## src/ieb_pkg.sv

```systemverilog
// Behaviour
// Each implemented enable bit passes its source request when one, blocks when zero.
// Third enable register bit 9 enables the timer interrupt of capture unit 5.
// Fourth enable register bit 14 enables the real-time clock interrupt.
// Fourth enable register bit 2 enables second serial port bus collision.
// Fourth enable register bit 1 enables second serial port event interrupt.
// First enable register bit 6 enables the event interrupt of capture unit 5.
// Unimplemented positions of the third and fourth registers read as zero.
// Implemented bits are read/write, zero at reset; other bit writes ignored.
`default_nettype none

package ieb_pkg;

    // ------------------------------------------------------------------
    // Register map (byte addresses)
    // ------------------------------------------------------------------
    localparam logic [7:0] OFS_ENABLE_FIRST = 8'h00;
    localparam logic [7:0] OFS_ENABLE_THIRD = 8'h04;
    localparam logic [7:0] OFS_ENABLE_FOURTH = 8'h08;
    localparam logic [7:0] OFS_EVT_STATUS = 8'h0c;
    localparam logic [7:0] OFS_EVT_CLEAR = 8'h10;
    localparam logic [7:0] OFS_EVT_ENABLE = 8'h14;

    localparam int ADDR_BITS = 8;
    localparam int EN_WIDTH = 16;
    localparam int NUM_EN_REGS = 3;

    // Index of each enable register in the bank
    localparam int IDX_FIRST = 0;
    localparam int IDX_THIRD = 1;
    localparam int IDX_FOURTH = 2;

    // ------------------------------------------------------------------
    // Enable bit positions
    // ------------------------------------------------------------------
    localparam int BIT_CCU5_EVENT_IRQ_EN = 6;
    localparam int BIT_CCU5_TIMER_IRQ_EN = 9;
    localparam int BIT_CALENDAR_CLOCK_IRQ_EN = 14;
    localparam int BIT_SERIAL2_COLLISION_IRQ_EN = 2;
    localparam int BIT_SERIAL2_EVENT_IRQ_EN = 1;

    // Implemented positions of each enable register
    localparam logic [15:0] MASK_FIRST = 16'hf85f;
    localparam logic [15:0] MASK_THIRD =
        16'h0001 << BIT_CCU5_TIMER_IRQ_EN;
    localparam logic [15:0] MASK_FOURTH =
        (16'h0001 << BIT_CALENDAR_CLOCK_IRQ_EN) |
        (16'h0001 << BIT_SERIAL2_COLLISION_IRQ_EN) |
        (16'h0001 << BIT_SERIAL2_EVENT_IRQ_EN);

    localparam logic [15:0] RESET_ENABLE = 16'h0000;

    // ------------------------------------------------------------------
    // Event status layout
    // ------------------------------------------------------------------
    localparam int EVT_WIDTH = 4;
    localparam int EVT_BLOCKED_FIRST = 0;
    localparam int EVT_BLOCKED_THIRD = 1;
    localparam int EVT_BLOCKED_FOURTH = 2;
    localparam int EVT_RESERVED_WRITE = 3;
    localparam logic [3:0] RESET_EVT = 4'h0;

    // AHB constants
    localparam logic [1:0] HTRANS_NONSEQ = 2'h2;
    localparam logic HRESP_OKAY = 1'b0;

endpackage

`default_nettype wire
```

## src/ieb_enable_bank.sv

```systemverilog
`timescale 1ns/10ps
`default_nettype none

module ieb_enable_bank #(
    parameter int EN_W = ieb_pkg::EN_WIDTH
) (
    input wire logic hclk, // Bus clock, 250 MHz
    input wire logic hresetn, // Async reset, active low
    input wire logic hsel, // Slave select
    input wire logic [31:0] haddr, // Byte address
    input wire logic [1:0] htrans, // Transfer type
    input wire logic hwrite, // Write when high
    input wire logic [2:0] hsize, // Transfer size, word only
    input wire logic [31:0] hwdata, // Write data
    input wire logic hready, // Bus ready in
    output logic [31:0] hrdata, // Read data
    output logic hreadyout, // Slave ready
    output logic hresp, // Response, always OKAY
    input wire logic [EN_W-1:0] req_first, // Sources of first register
    input wire logic [EN_W-1:0] req_third, // Sources of third register
    input wire logic [EN_W-1:0] req_fourth, // Sources of fourth register
    output logic [EN_W-1:0] pass_first, // Gated requests to CPU
    output logic [EN_W-1:0] pass_third, // Gated requests to CPU
    output logic [EN_W-1:0] pass_fourth, // Gated requests to CPU
    output logic irq // Level event interrupt
);

    localparam int NR = ieb_pkg::NUM_EN_REGS;
    localparam int AW = ieb_pkg::ADDR_BITS;
    localparam int EW = ieb_pkg::EVT_WIDTH;

    // ------------------------------------------------------------------
    // Address decode
    // ------------------------------------------------------------------
    // One-hot select of the six registers; used in both phases
    function automatic logic [5:0] decode(input logic [AW-1:0] a);
        logic [5:0] s;
        s = 6'h00;
        unique case (a)
            ieb_pkg::OFS_ENABLE_FIRST: s = 6'h01;
            ieb_pkg::OFS_ENABLE_THIRD: s = 6'h02;
            ieb_pkg::OFS_ENABLE_FOURTH: s = 6'h04;
            ieb_pkg::OFS_EVT_STATUS: s = 6'h08;
            ieb_pkg::OFS_EVT_CLEAR: s = 6'h10;
            ieb_pkg::OFS_EVT_ENABLE: s = 6'h20;
            default: s = 6'h00;
        endcase
        return s;
    endfunction

    function automatic logic [EN_W-1:0] impl_mask(input int idx);
        logic [EN_W-1:0] m;
        m = '0;
        if (idx == ieb_pkg::IDX_FIRST) begin
            m = ieb_pkg::MASK_FIRST[EN_W-1:0];
        end else if (idx == ieb_pkg::IDX_THIRD) begin
            m = ieb_pkg::MASK_THIRD[EN_W-1:0];
        end else begin
            m = ieb_pkg::MASK_FOURTH[EN_W-1:0];
        end
        return m;
    endfunction

    logic [EN_W-1:0] en_r [NR];
    logic [EN_W-1:0] req [NR];
    logic [EN_W-1:0] pass_r [NR];
    logic [NR-1:0] blocked;
    logic [NR-1:0] wr_sel;
    logic [EW-1:0] evt_status_r;
    logic [EW-1:0] evt_enable_r;
    logic [EW-1:0] evt_set;
    logic [EW-1:0] evt_clr;
    logic [5:0] addr_sel;
    logic [5:0] wsel_r;
    logic wpend_r;
    logic take;
    logic wr_now;
    logic reserved_hit;
    logic [31:0] rd_nxt;
    logic [31:0] hrdata_r;

    assign req[ieb_pkg::IDX_FIRST] = req_first;
    assign req[ieb_pkg::IDX_THIRD] = req_third;
    assign req[ieb_pkg::IDX_FOURTH] = req_fourth;

    // ------------------------------------------------------------------
    // AHB-Lite slave
    // ------------------------------------------------------------------
    // Zero wait states: every transfer completes in its first data cycle
    assign hreadyout = 1'b1;
    assign hresp = ieb_pkg::HRESP_OKAY;
    assign hrdata = hrdata_r;

    assign take = hsel && hready && (htrans == ieb_pkg::HTRANS_NONSEQ);
    assign addr_sel = decode(haddr[AW-1:0]);
    assign wr_now = wpend_r;

    always_ff @(posedge hclk or negedge hresetn) begin
        if (!hresetn) begin
            wpend_r <= 1'b0;
            wsel_r <= 6'h00;
        end else begin
            wpend_r <= take && hwrite;
            wsel_r <= (take && hwrite) ? addr_sel : 6'h00;
        end
    end

    // Read data is captured in the address phase; a read can never meet
    // a pending write since the master idles during each data phase.
    always_comb begin
        rd_nxt = 32'h0000_0000;
        unique case (1'b1)
            addr_sel[0]: rd_nxt[EN_W-1:0] = en_r[ieb_pkg::IDX_FIRST];
            addr_sel[1]: rd_nxt[EN_W-1:0] = en_r[ieb_pkg::IDX_THIRD];
            addr_sel[2]: rd_nxt[EN_W-1:0] = en_r[ieb_pkg::IDX_FOURTH];
            addr_sel[3]: rd_nxt[EW-1:0] = evt_status_r;
            addr_sel[5]: rd_nxt[EW-1:0] = evt_enable_r;
            default: rd_nxt = 32'h0000_0000;
        endcase
    end

    always_ff @(posedge hclk or negedge hresetn) begin
        if (!hresetn) begin
            hrdata_r <= 32'h0000_0000;
        end else if (take && !hwrite) begin
            hrdata_r <= rd_nxt;
        end
    end

    // ------------------------------------------------------------------
    // Enable registers and request gating
    // ------------------------------------------------------------------
    assign wr_sel = wsel_r[NR-1:0];

    generate
        for (genvar i = 0; i < NR; i++) begin : g_bank
            // Only implemented positions store; the rest stay zero
            always_ff @(posedge hclk or negedge hresetn) begin
                if (!hresetn) begin
                    en_r[i] <= ieb_pkg::RESET_ENABLE[EN_W-1:0];
                end else if (wr_now && wr_sel[i]) begin
                    en_r[i] <= hwdata[EN_W-1:0] & impl_mask(i);
                end
            end

            always_ff @(posedge hclk or negedge hresetn) begin
                if (!hresetn) begin
                    pass_r[i] <= '0;
                end else begin
                    pass_r[i] <= req[i] & en_r[i];
                end
            end

            assign blocked[i] = |(req[i] & impl_mask(i) & ~en_r[i]);
        end
    endgenerate

    // Named enables of the sources this bank carries
    logic ccu5_event_irq_en;
    logic ccu5_timer_irq_en;
    logic calendar_clock_irq_en;
    logic serial2_collision_irq_en;
    logic serial2_event_irq_en;

    assign ccu5_event_irq_en =
        en_r[ieb_pkg::IDX_FIRST][ieb_pkg::BIT_CCU5_EVENT_IRQ_EN];
    assign ccu5_timer_irq_en =
        en_r[ieb_pkg::IDX_THIRD][ieb_pkg::BIT_CCU5_TIMER_IRQ_EN];
    assign calendar_clock_irq_en =
        en_r[ieb_pkg::IDX_FOURTH][ieb_pkg::BIT_CALENDAR_CLOCK_IRQ_EN];
    assign serial2_collision_irq_en =
        en_r[ieb_pkg::IDX_FOURTH][ieb_pkg::BIT_SERIAL2_COLLISION_IRQ_EN];
    assign serial2_event_irq_en =
        en_r[ieb_pkg::IDX_FOURTH][ieb_pkg::BIT_SERIAL2_EVENT_IRQ_EN];

    // Every implemented bit, named or not, is routed to the gated outputs below
    always_comb begin
        pass_first = pass_r[ieb_pkg::IDX_FIRST];
        pass_third = pass_r[ieb_pkg::IDX_THIRD];
        pass_fourth = pass_r[ieb_pkg::IDX_FOURTH];
    end

    // ------------------------------------------------------------------
    // Event status, clear and interrupt
    // ------------------------------------------------------------------
    // A write reaching unimplemented bits of an enable register is flagged so software can
    // spot a driver that assumes more sources than this bank holds.
    assign reserved_hit = wr_now && (
        (wr_sel[ieb_pkg::IDX_FIRST] &&
         |(hwdata[EN_W-1:0] & ~impl_mask(ieb_pkg::IDX_FIRST))) ||
        (wr_sel[ieb_pkg::IDX_THIRD] &&
         |(hwdata[EN_W-1:0] & ~impl_mask(ieb_pkg::IDX_THIRD))) ||
        (wr_sel[ieb_pkg::IDX_FOURTH] &&
         |(hwdata[EN_W-1:0] & ~impl_mask(ieb_pkg::IDX_FOURTH))));

    always_comb begin
        evt_set = '0;
        evt_set[ieb_pkg::EVT_BLOCKED_FIRST] = blocked[ieb_pkg::IDX_FIRST];
        evt_set[ieb_pkg::EVT_BLOCKED_THIRD] = blocked[ieb_pkg::IDX_THIRD];
        evt_set[ieb_pkg::EVT_BLOCKED_FOURTH] = blocked[ieb_pkg::IDX_FOURTH];
        evt_set[ieb_pkg::EVT_RESERVED_WRITE] = reserved_hit;
    end

    assign evt_clr = (wr_now && wsel_r[4]) ? hwdata[EW-1:0] : '0;

    // Set wins over clear so an event in the clearing cycle survives
    always_ff @(posedge hclk or negedge hresetn) begin
        if (!hresetn) begin
            evt_status_r <= ieb_pkg::RESET_EVT;
        end else begin
            evt_status_r <= (evt_status_r & ~evt_clr) | evt_set;
        end
    end

    always_ff @(posedge hclk or negedge hresetn) begin
        if (!hresetn) begin
            evt_enable_r <= ieb_pkg::RESET_EVT;
        end else if (wr_now && wsel_r[5]) begin
            evt_enable_r <= hwdata[EW-1:0];
        end
    end

    assign irq = |(evt_status_r & evt_enable_r);

endmodule // ieb_enable_bank

`default_nettype wire

```

## config.mk

```make
export PLATFORM = sky130hd
export DESIGN_NAME = ieb_enable_bank
export DESIGN_NICKNAME = d
export VERILOG_FILES = /design/src/ieb_pkg.sv /design/src/ieb_enable_bank.sv
export SDC_FILE = /design/constraint.sdc
export NUM_CORES = 1
export LEC_CHECK = 0
export ABC_AREA = 0
export BUFFER_PORTS_ARGS = -buffer_cell sky130_fd_sc_hd__buf_4
export CAP_MARGIN = 20
export CELL_PAD_IN_SITES_DETAIL_PLACEMENT = 0
export CELL_PAD_IN_SITES_GLOBAL_PLACEMENT = 1
export CORE_MARGIN = 5
export CORE_UTILIZATION = 29
export DETAILED_ROUTE_END_ITERATION = 8
export PLACE_DENSITY_LB_ADDON = 0.1
export SLEW_MARGIN = 20
export SYNTH_ARGS = -nofsm -noshare
export SYNTH_HDL_FRONTEND = slang
export SYNTH_SLANG_ARGS = --single-unit
export TNS_END_PERCENT = 1
```

## constraint.sdc

```tcl
create_clock -name hclk -period 1.44 [get_ports hclk]
set_clock_uncertainty 0.1 [all_clocks]
set_input_delay 0.288 -clock hclk [delete_from_list [all_inputs] [get_ports hclk]]
set_output_delay 0.288 -clock hclk [all_outputs]
set_load 0.01 [all_outputs]
```

# Word-level counts from Yosys, hierarchy flattened
# Index checks and enable logic that the tools add are counted.
[op_classes]
n_eq_ne = 6
mux = 5
n_bitwise = 13
n_reduce_logical = 24
[op_table]
columns = ["operator", "n"]
rows = [
  ["16-bit OR reduction", 3],
  ["12-bit case mux with 3 select lines", 1],
  ["6-bit case mux with 6 select lines", 1],
  ["16-bit bitwise AND", 2],
  ["10-bit by 16-bit bitwise AND with 16-bit output", 1],
  ["15-bit by 16-bit bitwise AND with 16-bit output", 1],
  ["16-bit by 10-bit bitwise AND with 16-bit output", 1],
  ["16-bit by 15-bit bitwise AND with 16-bit output", 1],
  ["8-bit by 4-bit equality test with 1-bit output (second input constant)", 2],
  ["8-bit by 5-bit equality test with 1-bit output (second input constant)", 2],
  ["10-bit inverter with 16-bit output", 1],
  ["15-bit inverter with 16-bit output", 1],
  ["16-bit inverter", 1],
  ["4-bit case mux with 4 select lines", 1],
  ["15-bit OR reduction", 1],
  ["1-bit logical AND", 13],
  ["13-bit OR reduction", 1],
  ["4-bit bitwise AND", 2],
  ["8-bit by 3-bit equality test with 1-bit output (second input constant)", 1],
  ["8-bit zero test", 1],
  ["6-bit two-way mux", 1],
  ["5-bit OR reduction", 1],
  ["4-bit two-way mux", 1],
  ["4-bit inverter", 1],
  ["other kinds (5)", 6],
]
[totals]
reg_bits = 94
input_bits = 122
output_inout_bits = 83

# Longest topological paths before layout
[logic_depth]
depth_word = 6
ltp_mapped = 5
ltp_nobuf = 4

# Worst setup path before layout
# No wires, ideal clock.
[synth_timing]
path_type = "in2reg"
startpoint = "input hwdata[7]"
endpoint = "register evt_status_r[3]"
arrival_time_ns = 1.104
setup_slack_ns = 0.101
stages = 3
path_buffers = 0
cell_sequence = "or4_1 -> nor3_1 -> o211ai_1"
[synth_between]
elab_chain_len = 6
[synth_lines]
columns = ["element", "line", "source"]
rows = [
  ["start, declared", "ieb_enable_bank.sv:14", "input wire logic [31:0] hwdata,"],
  ["15-bit OR reduction / 5-bit OR reduction (equally long branches)", "ieb_enable_bank.sv:192, ieb_enable_bank.sv:190", ""],
  ["1-bit logical AND (on tied branches)", "ieb_enable_bank.sv:191, ieb_enable_bank.sv:189", ""],
  ["1-bit logical OR", "ieb_enable_bank.sv:190", "|(hwdata[EN_W-1:0] & ~impl_mask(ieb_pkg::IDX_FIRST))) ||"],
  ["1-bit logical OR *", "ieb_enable_bank.sv:192", "|(hwdata[EN_W-1:0] & ~impl_mask(ieb_pkg::IDX_THIRD))) ||"],
  ["1-bit logical AND *", "ieb_enable_bank.sv:188", "assign reserved_hit = wr_now && ("],
  ["4-bit bitwise OR *", "ieb_enable_bank.sv:211", "evt_status_r <= (evt_status_r & ~evt_clr) | evt_set;"],
  ["end signal, assigned", "ieb_enable_bank.sv:209", "evt_status_r <= ieb_pkg::RESET_EVT;"],
  ["end signal, assigned", "ieb_enable_bank.sv:211", ""],
  ["end, declared", "ieb_enable_bank.sv:69", "logic [EW-1:0] evt_status_r;"],
]
# Mark *: on every way between the ends. The rest lies on a longest branch, timed or not.
# A chain may end at the register's enable or synchronous reset.

# Worst setup path in the final report
[layout_timing]
startpoint = "register evt_enable_r[1]"
endpoint = "output irq"
[layout_between]
elab_chain_len = 2
[layout_lines]
columns = ["element", "line", "source"]
rows = [
  ["start, declared", "ieb_enable_bank.sv:70", "logic [EW-1:0] evt_enable_r;"],
  ["start signal, assigned", "ieb_enable_bank.sv:217", "evt_enable_r <= ieb_pkg::RESET_EVT;"],
  ["start signal, assigned", "ieb_enable_bank.sv:219", "evt_enable_r <= hwdata[EW-1:0];"],
  ["4-bit bitwise AND", "ieb_enable_bank.sv:223", "assign irq = |(evt_status_r & evt_enable_r);"],
  ["4-bit OR reduction", "ieb_enable_bank.sv:223", ""],
  ["end, declared", "ieb_enable_bank.sv:25", "output logic irq"],
]
# No other way between the ends.

==> impl_results.rst <==
.. list-table::
   :header-rows: 1

   * - Metric
     - Value
   * - Clock tree from TritonCTS
     - done
   * - Post-Syn Area per Cell
     - between 10 and 15 um2
   * - Die Area
     - 11800 um2
   * - Vias in the first global route
     - 2038
   * - DRC Markers
     - 0
   * - Final max-slew violation count
     - 0
   * - Unrepaired setup endpoints after global routing
     - yes
   * - Number of different library cells in the post-synthesis netlist
     - 38
   * - Dominant cell type by area after synthesis
     - dfrtp_1
   * - Via count
     - 1949
   * - GR Overflow Total
     - 0
   * - Data arrival time of the critical path
     - 1150 ps
   * - Largest net degree at the start of global routing
     - between 50 and 60
   * - CTS Buffer Depth
     - 2
   * - Timing startpoint of the critical path
     - evt_enable_r[1]$_DFFE_PN0P_
   * - Number of placement rows
     - 36
   * - Status
     - finished with violations
   * - Routability Congestion
     - 0.772
   * - WS Path Type
     - reg2out
   * - Final-report hold violation count
     - 0
   * - Standby leakage power
     - approximately 0.0018 uW
   * - Global-route wire length before repair
     - approximately 11000 um
   * - Flop and latch count out of synthesis
     - 56
   * - Flip-flop and latch area
     - about 1400 um2
   * - Smallest hold slack
     - between 90 and 100 ps
   * - Remaining antenna violation count
     - 0
   * - Violations in the final reports
     - setup timing
   * - Clk root buf
     - clkbuf_8
   * - Power density cells
     - 885 nW/um2
   * - Clock-pin transition on the worst setup and hold timing paths
     - 100 ps
   * - Required time at the worst-slack endpoint
     - ~1100 ps
   * - Total global-route track usage
     - 11.6%
   * - Minimum setup slack in the final design
     - -99.3 ps
   * - First-pass iteration count of the detailed router
     - 4
   * - IO buf count
     - 73
   * - Proportion of synthesized chip area in sequential cells
     - between 40% and 50%
   * - Count of mapped cells out of synthesis
     - around 260
   * - Area occupied by multi-input gates
     - 1100 um2
   * - Vias per std cell
     - approximately 4.0
   * - Most common library cell in the layout ignoring fill and taps
     - buf_4
   * - Number of maximum-capacitance violations
     - 0
   * - Final routed wirelength across all metal layers
     - 6910 um
   * - Most frequent cells in the layout
     - buf_4, dfrtp_1, conb_1
   * - Floorplan die width
     - 109 um
   * - Final Critical Period
     - approximately 1500 ps
   * - Detailed Route Iter0 Violations
     - 65
   * - Leading cell types by total area after synthesis
     - dfrtp_1, buf_4, mux2_2
   * - Class of the tightest hold or removal check
     - in2reg
   * - Critical Path Sink Type
     - output pin
   * - CTS buffer count
     - 5
   * - Crit path max fanout
     - 2
   * - Critical Path Sink
     - irq
   * - Area share of the largest cell type after synthesis
     - 49.8%
   * - Fill cell instance count of the final layout
     - 1023
   * - Htree depth
     - 2
   * - Register-to-register setup slack
     - about 140 ps
   * - Starting Density
     - 29.2%
   * - Setup Slack @ Placement
     - -160 ps
   * - I/O pin count
     - 205
   * - Critical path launch point type
     - flop
   * - Maximum VDD drop
     - 0.374 mV
   * - Overall die height
     - 109 um
   * - Total half-perimeter wirelength after legalization and detailed placement
     - 5520 um
   * - Reg-to-reg critical path endpoint
     - evt_enable_r[3]$_DFFE_PN0P_
   * - Maximum clock rate
     - about 650 MHz
   * - Relative area change from synthesis to final layout
     - 28.3%
   * - Number of inserted diodes
     - 0
   * - Antenna violations before repair
     - 0
   * - Critical R2R Launch
     - wpend_r$_DFF_PN0_
   * - Worst R2R Path Depth
     - 3
   * - Yosys warning total
     - 0
   * - Area of the placeable core
     - ~9600 um2
   * - Synth Cell Area
     - 2820 um2
   * - Total number of clock tree sinks
     - 56
   * - Total setup violations reported at the end of the flow
     - 1
   * - Fin crit share
     - 107%
   * - Later-pin clock latency in the skew report
     - 300 ps
   * - Ratio of cells with drive above 1 in the final layout
     - 36.8%
   * - Net count reported at finish
     - 474
   * - Routed wire length per instance
     - between 10 and 15 um
## per-layer routing
layer | wire length [um] | vias up | GRT usage [%]
li1 | - | 959 | -
met1 | 3000 | 907 | 15.2
met2 | 3310 | 76 | 19.2
met3 | 510 | 7 | 2.87
met4 | 80 | 0 | 2.98
met5 | 0 | - | 0
## per-stage QoR
stage / instances / area, um2 / setup TNS (ps) / utilization, % / power [uW]
after floorplan: 310 / 3010 / 0 / - / 1980
after global placement: 474 / 3450 / -537 / 35.8 / 2110
after detailed placement: 474 / 3450 / -526 / 35.8 / 2120
after CTS: 486 / 3610 / -118 / 37.5 / 3250
after global routing: 486 / 3610 / -131 / 37.5 / 3340
final: 486 / 3610 / -99.3 / 37.5 / 3200
## cells by family after synthesis
family,share of synthesized area [%]
multiplexers,8.71
flip-flops,49.8
XOR/XNOR,0.311
AND/OR/NAND/NOR,13.2
buffers and inverters,18.4
AO/OA/AOI/OAI,9.42
other,0.267
## how the worst min path moves through the flow
stage / from / to / slack (ps) / cells past startpoint
floorplan: hresetn / calendar_clock_irq_en$_DFFE_PN0P_ / -110 / 0
global placement: hresetn / pass_first[2]$_DFF_PN0_ / 200 / 2
detailed placement: hresetn / pass_first[2]$_DFF_PN0_ / 200 / 2
CTS: req_first[12] / pass_first[12]$_DFF_PN0_ / 80 / 2
global route: req_first[12] / pass_first[12]$_DFF_PN0_ / 80 / 2
finish: req_first[13] / pass_first[13]$_DFF_PN0_ / 90 / 2
## state kept, by name (all words and copies together), names as in the netlist, 3 cells and up
register and flops:
en_r 12, hrdata 12, pass_first 11, wsel_r 5
evt_enable_r 4, evt_status_r 4, pass_fourth 3
## cell type report
cell class	instances	area share (%)
Tap cell	133	4.61
Inverter	17	1.77
Multi-Input combinational cell	177	30.4
Clock inverter	1	0.832
Clock buffer	7	2.67
Sequential cell	56	38.8
Timing Repair Buffer	95	21.0
## timing repair
| action | in CTS | in global routing |
|---|---|---|
| pin swaps | 2 | 0 |
| hold buffers | 1 | 0 |
| resized for setup | 1 | 0 |
| endpoints found under the hold margin | 56 | 0 |
| setup buffers | 3 | 0 |
| endpoints found under the setup margin | 1 | 1 |
## where the power goes
group	leakage [uW]	internal (uW)	switching, uW
sequential	0.000701	1620	34.6
combinational	0.00105	204	222
clock	0.0000645	614	501
total	0.00181	2440	758
## critical path: stages, from the launching register on
cell	delay, ps
dfrtp_1	410
a22oi_1	200
nand2_1	100
buf_6	130
## synth_stat cells, drive strengths merged
| master | instances |
|---|---|
| nand2 | 16 |
| a22oi | 6 |
| a22o | 6 |
| nand4b | 1 |
| dfrtp | 56 |
| inv | 17 |
| nand2b | 1 |
| or3 | 1 |
| nand3 | 5 |
| conb | 2 |
| nor3 | 7 |
| a221o | 1 |
| nor3b | 1 |
| o211ai | 2 |
| o32a | 2 |
| nor2 | 7 |
| and2 | 16 |
| mux2 | 20 |
| nand3b | 1 |
| nand4 | 2 |
| a2bb2oi | 3 |
| or4 | 3 |
| o22ai | 5 |
| buf | 59 |
| xnor2 | 1 |
| a21o | 1 |
| a32o | 1 |
| o21ai | 7 |
| a222oi | 1 |
| nor4 | 2 |
| clkbuf | 1 |
| mux2i | 2 |
| and2b | 1 |
No activity file was read; power rests on OpenSTA's default activity.
